## config.mk

```make
export PLATFORM = sky130hd
export DESIGN_NAME = ldr_ram
export DESIGN_NICKNAME = d
export VERILOG_FILES = /design/src/design/ldr_ram.v
export VERILOG_INCLUDE_DIRS = /design/src /design/src/design
export SDC_FILE = /design/constraint.sdc
export NUM_CORES = 1
export LEC_CHECK = 0
export ABC_AREA = 1
export BUFFER_PORTS_ARGS = -buffer_cell sky130_fd_sc_hd__buf_2
export CORE_MARGIN = 1.5
export CORE_UTILIZATION = 56
export DETAILED_ROUTE_END_ITERATION = 10
export PLACE_DENSITY = 0.95
export SLEW_MARGIN = 15
export SYNTH_ARGS = -nofsm -noshare
export SYNTH_HDL_FRONTEND = slang
export SYNTH_SLANG_ARGS = --single-unit
export TNS_END_PERCENT = 20
```

## constraint.sdc

```tcl
create_clock -name aclk -period 2.2 [get_ports aclk]
set_input_delay 0.44 -clock aclk [delete_from_list [all_inputs] [get_ports aclk]]
set_output_delay 0.44 -clock aclk [all_outputs]
set_load 0.03 [all_outputs]
```

## src/design/ldr_consts.vh

```
/*
 * constants for the lut distributed ram block: mode codes, widths,
 * register offsets and field positions of the axi4-lite control port.
 * assumes inclusion by bare name from the design file only.
 */
// Summary of operation
// - writes are clocked; reads are combinational from the address.
// - single-port mode offers one 16x1, two 16x1, or one 32x1 array.
// - dual-port mode offers only one 16x1 array.
// - single 16x1: 16 bits, one 4-bit address, one data in, one out.
// - paired 16x1: two arrays, each with own data in, out and address.
// - paired 16x1: one write strobe and write clock shared by both.
// - 32x1: 32 bits, one 5-bit address, one data in, one out.
// - address and bit held at active edge with strobe high get stored.
// - active edge captures address, bit, strobe; a pulse then writes.
// - active write edge selectable rising or falling, rising by default.
// - write strobe is active high and cannot be inverted.
// - port one output always shows the addressed location's contents.
// - overwriting the addressed location shows the new bit shortly after.
// - dual-port: port one index reads and writes, second index reads only.
// - dual-port: two copies written at port one index, read separately.
// - contents load an initial value at configuration, zero by default.
// - contents load only at configuration; global set/reset leaves them.
// - built from the tile's two 16-entry lookup tables.
`ifndef LDR_CONSTS_VH
`define LDR_CONSTS_VH

// ----------------------------------------------------------------
// arrangement codes
// ----------------------------------------------------------------
`define LDR_MODE_W        2
`define LDR_MODE_SP16     2'h0
`define LDR_MODE_SP16X2   2'h1
`define LDR_MODE_SP32     2'h2
`define LDR_MODE_DP16     2'h3

// ----------------------------------------------------------------
// geometry
// ----------------------------------------------------------------
`define LDR_DEPTH         16
`define LDR_AW            4

// ----------------------------------------------------------------
// axi4-lite register map (byte addresses)
// ----------------------------------------------------------------
`define LDR_OFF_CTRL      4'h0
`define LDR_OFF_STAT      4'h4
`define LDR_OFF_INIT      4'h8
`define LDR_OFF_CONT      4'hc
`define LDR_CTRL_MODE_LSB 0
`define LDR_CTRL_EDGE_BIT 2
`define LDR_CTRL_W        3
`define LDR_CTRL_RST      3'h0
`define LDR_RESP_OKAY     2'h0
`define LDR_RESP_SLVERR   2'h2
`define LDR_STAT_P1_BIT   0
`define LDR_STAT_P2_BIT   1
`define LDR_INIT_ZERO     32'h00000000

`endif

```

## src/design/ldr_ram.v

```verilog
/*
 * lut distributed ram: two 16-entry one-bit lookup tables used as
 * memory, arranged as 16x1, two 16x1, 32x1 or dual-port 16x1, with a
 * small axi4-lite port for arrangement, write edge and status.
 * assumes user write signals come from logic on aclk; the active write
 * edge is emulated by sampling the edge of write_clock_in on aclk.
 */
// Design decisions made here: the register addresses and the AXI4-Lite register port.
`timescale 1ns/10ps
`include "ldr_consts.vh"

module ldr_ram #(
	parameter [31:0] INITIAL_CONTENTS = `LDR_INIT_ZERO
) (
	// clock and reset
	input  wire        aclk,
	input  wire        aresetn,
	// configuration load and global set/reset
	input  wire        config_load,
	input  wire        global_set_reset,
	// user write and read ports
	input  wire        write_clock_in,
	input  wire        write_strobe,
	input  wire [4:0]  port_one_index,
	input  wire        write_bit_value,
	input  wire [3:0]  second_port_index,
	input  wire        second_write_bit_value,
	output wire        port_one_output,
	output wire        second_port_output,
	// axi4-lite slave
	input  wire [3:0]  s_axi_awaddr,
	input  wire        s_axi_awvalid,
	output wire        s_axi_awready,
	input  wire [31:0] s_axi_wdata,
	input  wire [3:0]  s_axi_wstrb,
	input  wire        s_axi_wvalid,
	output wire        s_axi_wready,
	output reg  [1:0]  s_axi_bresp,
	output reg         s_axi_bvalid,
	input  wire        s_axi_bready,
	input  wire [3:0]  s_axi_araddr,
	input  wire        s_axi_arvalid,
	output wire        s_axi_arready,
	output reg  [31:0] s_axi_rdata,
	output reg  [1:0]  s_axi_rresp,
	output reg         s_axi_rvalid,
	input  wire        s_axi_rready
);

	// ----------------------------------------------------------------
	// control register
	// ----------------------------------------------------------------
	reg  [`LDR_CTRL_W-1:0] ctrl_q;
	wire [1:0] mode = ctrl_q[`LDR_CTRL_MODE_LSB+1:`LDR_CTRL_MODE_LSB];
	wire       fall_edge = ctrl_q[`LDR_CTRL_EDGE_BIT];

	// ----------------------------------------------------------------
	// write clock edge detection
	// ----------------------------------------------------------------
	// the write clock is a pin: two flops before anything looks at it
	reg wclk_s1_q;
	reg wclk_s2_q;
	reg wclk_s3_q;
	always @(posedge aclk) begin
		wclk_s1_q <= write_clock_in;
		wclk_s2_q <= wclk_s1_q;
		wclk_s3_q <= wclk_s2_q;
	end
	// pin edges closer than about one aclk period are lost: the price
	// of keeping the whole block on one clock
	wire rise = wclk_s2_q & ~wclk_s3_q;
	wire fall = ~wclk_s2_q & wclk_s3_q;
	wire active_edge = fall_edge ? fall : rise;

	// ----------------------------------------------------------------
	// capture stage, then internal write pulse
	// ----------------------------------------------------------------
	// strobe used as-is, no inversion option exists
	reg       cap_we_q;
	reg [4:0] cap_a_q;
	reg [3:0] cap_b_q;
	reg       cap_d_q;
	reg       cap_e_q;
	always @(posedge aclk) begin
		if (!aresetn) begin
			cap_we_q <= 1'b0;
			cap_a_q  <= 5'h00;
			cap_b_q  <= 4'h0;
			cap_d_q  <= 1'b0;
			cap_e_q  <= 1'b0;
		end else begin
			cap_we_q <= active_edge & write_strobe;
			if (active_edge) begin
				cap_a_q <= port_one_index;
				cap_b_q <= second_port_index;
				cap_d_q <= write_bit_value;
				cap_e_q <= second_write_bit_value;
			end
		end
	end

	// ----------------------------------------------------------------
	// the two lookup tables
	// ----------------------------------------------------------------
	// lower and upper 16-entry tables; no reset term, so neither
	// aresetn nor global set/reset disturbs them
	wire [`LDR_DEPTH-1:0] lut_f_cells;
	wire [`LDR_DEPTH-1:0] lut_g_cells;
	wire                  rd_f;
	wire                  rd_g_a;
	wire                  rd_g_b;
	reg                   we_f;
	reg                   we_g;
	reg  [`LDR_AW-1:0]    wa_f;
	reg  [`LDR_AW-1:0]    wa_g;
	reg                   wd_f;
	reg                   wd_g;

	always @* begin
		we_f = 1'b0;
		we_g = 1'b0;
		wa_f = cap_a_q[3:0];
		wa_g = cap_a_q[3:0];
		wd_f = cap_d_q;
		wd_g = cap_d_q;
		case (mode)
		`LDR_MODE_SP16: begin
			we_f = cap_we_q;
		end
		`LDR_MODE_SP16X2: begin
			we_f = cap_we_q;
			we_g = cap_we_q;
			wa_g = cap_b_q;
			wd_g = cap_e_q;
		end
		`LDR_MODE_SP32: begin
			we_f = cap_we_q & ~cap_a_q[4];
			we_g = cap_we_q & cap_a_q[4];
		end
		`LDR_MODE_DP16: begin
			we_f = cap_we_q;
			we_g = cap_we_q;
		end
		default: begin
			we_f = 1'b0;
		end
		endcase
	end

	// contents load only on the configuration strobe
	ldr_lut16 #(
		.DEPTH      (`LDR_DEPTH),
		.AW         (`LDR_AW)
	) lut_f_u (
		.aclk       (aclk),
		.load       (config_load),
		.load_value (INITIAL_CONTENTS[`LDR_DEPTH-1:0]),
		.we         (we_f),
		.wa         (wa_f),
		.wd         (wd_f),
		.ra_a       (port_one_index[`LDR_AW-1:0]),
		.ra_b       (second_port_index),
		.rd_a       (rd_f),
		.rd_b       (),
		.cells_q    (lut_f_cells)
	);

	ldr_lut16 #(
		.DEPTH      (`LDR_DEPTH),
		.AW         (`LDR_AW)
	) lut_g_u (
		.aclk       (aclk),
		.load       (config_load),
		.load_value (INITIAL_CONTENTS[2*`LDR_DEPTH-1:`LDR_DEPTH]),
		.we         (we_g),
		.wa         (wa_g),
		.wd         (wd_g),
		.ra_a       (port_one_index[`LDR_AW-1:0]),
		.ra_b       (second_port_index),
		.rd_a       (rd_g_a),
		.rd_b       (rd_g_b),
		.cells_q    (lut_g_cells)
	);

	// ----------------------------------------------------------------
	// asynchronous reads
	// ----------------------------------------------------------------
	// reads follow the address with no clock; a write to the shown
	// location appears one cycle after its pulse

	assign port_one_output = (mode == `LDR_MODE_SP32 &&
		port_one_index[4]) ? rd_g_a : rd_f;
	// second output is the upper copy in dual-port mode
	// and the second array in paired mode; 16x1 and 32x1 leave it 0
	// because dual-port has no wider arrangement
	assign second_port_output = (mode == `LDR_MODE_DP16 ||
		mode == `LDR_MODE_SP16X2) ? rd_g_b : 1'b0;

	// ----------------------------------------------------------------
	// axi4-lite slave
	// ----------------------------------------------------------------
	// both address and data held until both present; simple and one
	// write outstanding at a time
	reg wr_go;
	always @* begin
		wr_go = s_axi_awvalid & s_axi_wvalid & ~s_axi_bvalid;
	end
	assign s_axi_awready = wr_go;
	assign s_axi_wready  = wr_go;
	assign s_axi_arready = ~s_axi_rvalid;

	always @(posedge aclk) begin
		if (!aresetn) begin
			ctrl_q       <= `LDR_CTRL_RST;
			s_axi_bvalid <= 1'b0;
			s_axi_bresp  <= `LDR_RESP_OKAY;
		end else begin
			if (s_axi_bvalid && s_axi_bready)
				s_axi_bvalid <= 1'b0;
			if (wr_go) begin
				s_axi_bvalid <= 1'b1;
				if (s_axi_awaddr == `LDR_OFF_CTRL) begin
					s_axi_bresp <= `LDR_RESP_OKAY;
					if (s_axi_wstrb[0])
						ctrl_q <= s_axi_wdata[`LDR_CTRL_W-1:0];
				end else if (s_axi_awaddr == `LDR_OFF_STAT ||
					s_axi_awaddr == `LDR_OFF_INIT ||
					s_axi_awaddr == `LDR_OFF_CONT) begin
					s_axi_bresp <= `LDR_RESP_OKAY;
				end else begin
					s_axi_bresp <= `LDR_RESP_SLVERR;
				end
			end
		end
	end

	always @(posedge aclk) begin
		if (!aresetn) begin
			s_axi_rvalid <= 1'b0;
			s_axi_rdata  <= 32'h00000000;
			s_axi_rresp  <= `LDR_RESP_OKAY;
		end else begin
			if (s_axi_rvalid && s_axi_rready)
				s_axi_rvalid <= 1'b0;
			if (s_axi_arvalid && !s_axi_rvalid) begin
				s_axi_rvalid <= 1'b1;
				s_axi_rresp  <= `LDR_RESP_OKAY;
				case (s_axi_araddr)
				`LDR_OFF_CTRL: begin
					s_axi_rdata <= 32'h00000000;
					s_axi_rdata[`LDR_CTRL_W-1:0] <= ctrl_q;
				end
				`LDR_OFF_STAT: begin
					s_axi_rdata <= 32'h00000000;
					s_axi_rdata[`LDR_STAT_P1_BIT] <= port_one_output;
					s_axi_rdata[`LDR_STAT_P2_BIT] <= second_port_output;
				end
				`LDR_OFF_INIT: begin
					s_axi_rdata <= INITIAL_CONTENTS;
				end
				`LDR_OFF_CONT: begin
					s_axi_rdata <= {lut_g_cells, lut_f_cells};
				end
				default: begin
					s_axi_rdata <= 32'h00000000;
					s_axi_rresp <= `LDR_RESP_SLVERR;
				end
				endcase
			end
		end
	end

endmodule

// ----------------------------------------------------------------
// one 16-entry one-bit lookup table used as memory
// ----------------------------------------------------------------
// two independent read muxes; the upper table's second mux serves the second port,
// read-only in dual-port mode, where it reads a second copy of the cells
module ldr_lut16 #(
	parameter DEPTH = `LDR_DEPTH,
	parameter AW    = `LDR_AW
) (
	// clock
	input  wire             aclk,
	// configuration load
	input  wire             load,
	input  wire [DEPTH-1:0] load_value,
	// synchronous write port
	input  wire             we,
	input  wire [AW-1:0]    wa,
	input  wire             wd,
	// asynchronous read ports
	input  wire [AW-1:0]    ra_a,
	input  wire [AW-1:0]    ra_b,
	output wire             rd_a,
	output wire             rd_b,
	// whole contents for readback
	output reg  [DEPTH-1:0] cells_q
);

	// no reset term: only the load strobe or a write changes a cell
	always @(posedge aclk) begin
		if (load) begin
			cells_q <= load_value;
		end else if (we) begin
			cells_q[wa] <= wd;
		end
	end

	assign rd_a = cells_q[ra_a];
	assign rd_b = cells_q[ra_b];

endmodule

```

==> results.cfg <==
[synthesis]
syn-cell-area_sq_um = 3960
synth_cell_types = 34
synth-xor-area-share_pct = 0
yosys_warnings = 0
synth_top_family_by_area = compound AO/OA/AOI/OAI gates
synth-simple-area-share_pct = 22.9
synth.avg_cell_area_sq_um = 7.40
synth.area.mux_share_pct = 0
synth-adder-area-share_pct = 0
ys_ff_latch = 86
synth_compound_area_share_pct = 25.3
async_flop_share_pct = 0
synthCells = 535
yosys_most_used_dff = dfxtp_1
yosysSeqAreaShare_pct = 43.5
synth_edf_count = 0

[hold_path]
hold_start = write_clock_in
worstHoldPathCells = 1
holdPathEnd = wclk_s1_q$_DFF_P_
hold_class = input port to flop

[placed_design]
io_buffers = 73
place_congestion = 0.870
dpl_cell_area_sq_um = 4330
hpwl_um = 7080
pre_cts_slack_ns = 0.165

[cts]
numCtsBuffers = 9
clock_latency_ns = 0.36
clock_sinks = 86
cts_root_buf = clkbuf_8
post-cts-setup-buffers = 0
hold_buffers = 0
clkTransAtPathRegs_ns = 0.08
clockBufferDepth = 2
tritoncts = done
htree_levels = 3
cts_resized = 0

[job]
drv_cap = 0

[routing]
post-route-drc-count = 0
firstDrtPassIters = 5
drt_iter0_markers = 435
totalWireLength_um = 10100
ant_nets = 0
wl_per_cell_um = 14.5
vias_per_cell = 5.66
num_vias = 3953

[final_layout]
antenna_cells = 0
stdcell_area_sq_um = 4550
layout-area-overhead-vs-synth_pct = 14.9
final_common_cell = nand2_1
drive_above_1_share_pct = 21.3
nets = 663
mostFrequentLayoutCells = nand2_1, dfxtp_1, a21oi_1, buf_2, o21ai_0

[floorplan]
dieArea_sq_um = 7580
fp-row-count = 30
ios = 109
start_util_pct = 57.9
core_sq_um = 6830
die_x_um = 87.1
die-height_um = 87.1

[timing]
slew_viol_final = 0
finalCritPeriodShare_pct = 95.4
fin_ws_ns = 0.101
slew_headroom_pct = 51.8
worstMarginPinSlew_ns = 0.723
fmax_ghz = 0.476
hold_viol = 0
hold_ws_ns = 0.185
fin_skew_ns = 0.0106
fin_crit_ns = 2.10
setup_viol = 0
grt_setup_unrepaired = false
fin_setup_tns_ns = 0

[worst_setup_path]
r2r-start = ctrl_q[0]$_SDFFE_PN0P_
path_class = flop to output pin
crit_path_max_incr_delay_ns = 0.42
cp_slowest_cell = dfxtp_1
regToRegSetupSlack_ns = 0.50
arrival_ns = 1.66
worst_setup_path_start_kind = flop
required_ns = 1.76
end_kind = output pin
critical_path_peak_fanout = 4
reg2reg_to = lut_g_u.cells_q[6]$_SDFFE_PP0P_
crit_family = simple AND/OR/NAND/NOR gates
crit_path_cell_trace = inv_1 > nor2_1 > nand2_1 > nand3b_1 > and2_1 > buf_2
r2r_cells = 4
critical_path_buf_inv_count = 2

[power]
switchingPower_w = 0.000906
power.density_nw_per_um2 = 730
netSwitchingFraction_pct = 27.3
p_int_w = 0.00241
p_seq_share_pct = 49.7
combinationalPowerShare_pct = 13.6
peakVddDrop_mv = 0.405
pwr-share-clk_pct = 36.6
p_leak_nw = 1.87

[global_route]
grt_pass1_wl_um = 15900
grt_overflow_total = 0
grt_max_degree = 49
track_usage_pct = 26.5
antenna_found_initial = 0
grt_pass1_vias = 3461

[outcome]
status = completed
worst max-delay path by stage:
stage	start	end	slack (ns)	depth (start not counted)
6_report	ctrl_q[1]$_SDFFE_PN0P_	port_one_output	0.10	6
5_1_grt	port_one_index[0]	port_one_output	0.005	10
4_1_cts	ctrl_q[1]$_SDFFE_PN0P_	port_one_output	0.12	6
3_3_place_gp	second_port_index[0]	second_port_output	0.16	7
3_5_place_dp	second_port_index[0]	second_port_output	0.17	9
2_1_floorplan	second_port_index[0]	second_port_output	0.20	8
cells in the mapped netlist (3+ instances only):
master    number  area [sq um]
nor2_1        30           113
a22o_1         3          26.3
nand2_1      102           383
o21ai_0       52           260
o21ai_2        3          26.3
o21ai_1       16          80.1
nand3_1       49           245
clkbuf_1      14          52.6
dfxtp_1       86          1720
a21oi_1       80           400
buf_4          8          60.1
buf_2          3          15.0
nor2_2         3          18.8
inv_1         27           101
nor2_4         5          56.3
a311oi_1      16           140
inv_2         17          63.8
power by group through the flow:
stage,clock network (W),registers (W),logic [W]
global placement,0,0.00168,0.000432
CTS,0.00121,0.00165,0.000447
finish,0.00122,0.00165,0.000453
floorplan,0,0.00176,0.000245
global route,0.00128,0.00166,0.000491
detailed placement,0,0.00168,0.000444
sequential cells by signal (all words and copies together) (netlist names), 3 cells and up:
register / flops
cap_a_q: 5
cap_b_q: 4
ctrl_q: 3
lut_f_u.cells_q: 16
lut_g_u.cells_q: 16
s_axi_rdata: 32
area by class of cell:
class | count | area [sq um]
fill | 555 | 2280
sequential | 86 | 1720
clock buffer | 13 | 149
multi-input combinational | 376 | 1910
timing repair buffer | 78 | 403
inverter | 46 | 173
tap | 96 | 120
clock inverter | 3 | 67.6
worst register-to-register path, cell delays in order (launching register included):
cell     delay (ns)
dfxtp_1        0.53
nand2_4        0.18
o21ai_2        0.54
nand3_1        0.18
a21oi_1        0.19
stage by stage:
stage,power [W],utilization (%),cells
after floorplan,0.00201,-,536
after global placement,0.00211,63.4,682
after detailed placement,0.00213,63.4,682
after CTS,0.00331,66.6,698
after global routing,0.00343,66.6,698
final,0.00332,66.6,698
per-layer routing:
metal  up-vias  GRT usage (%)  routed length, um
met3        25           5.88                821
met2       219           42.9               4700
li1       1931              -                  -
met5         -              0                  0
met1      1778           35.2               4360
met4         0           8.21                231
kinds of logic (layout without fill, tap and decap cells):
group / count (synthesis) / in the layout
flops: 86 / 86
simple gates: 198 / 198
compound gates: 176 / 176
other cells: 1 / 2
buf+inv: 74 / 140
Power figures use the tool's default switching activity.
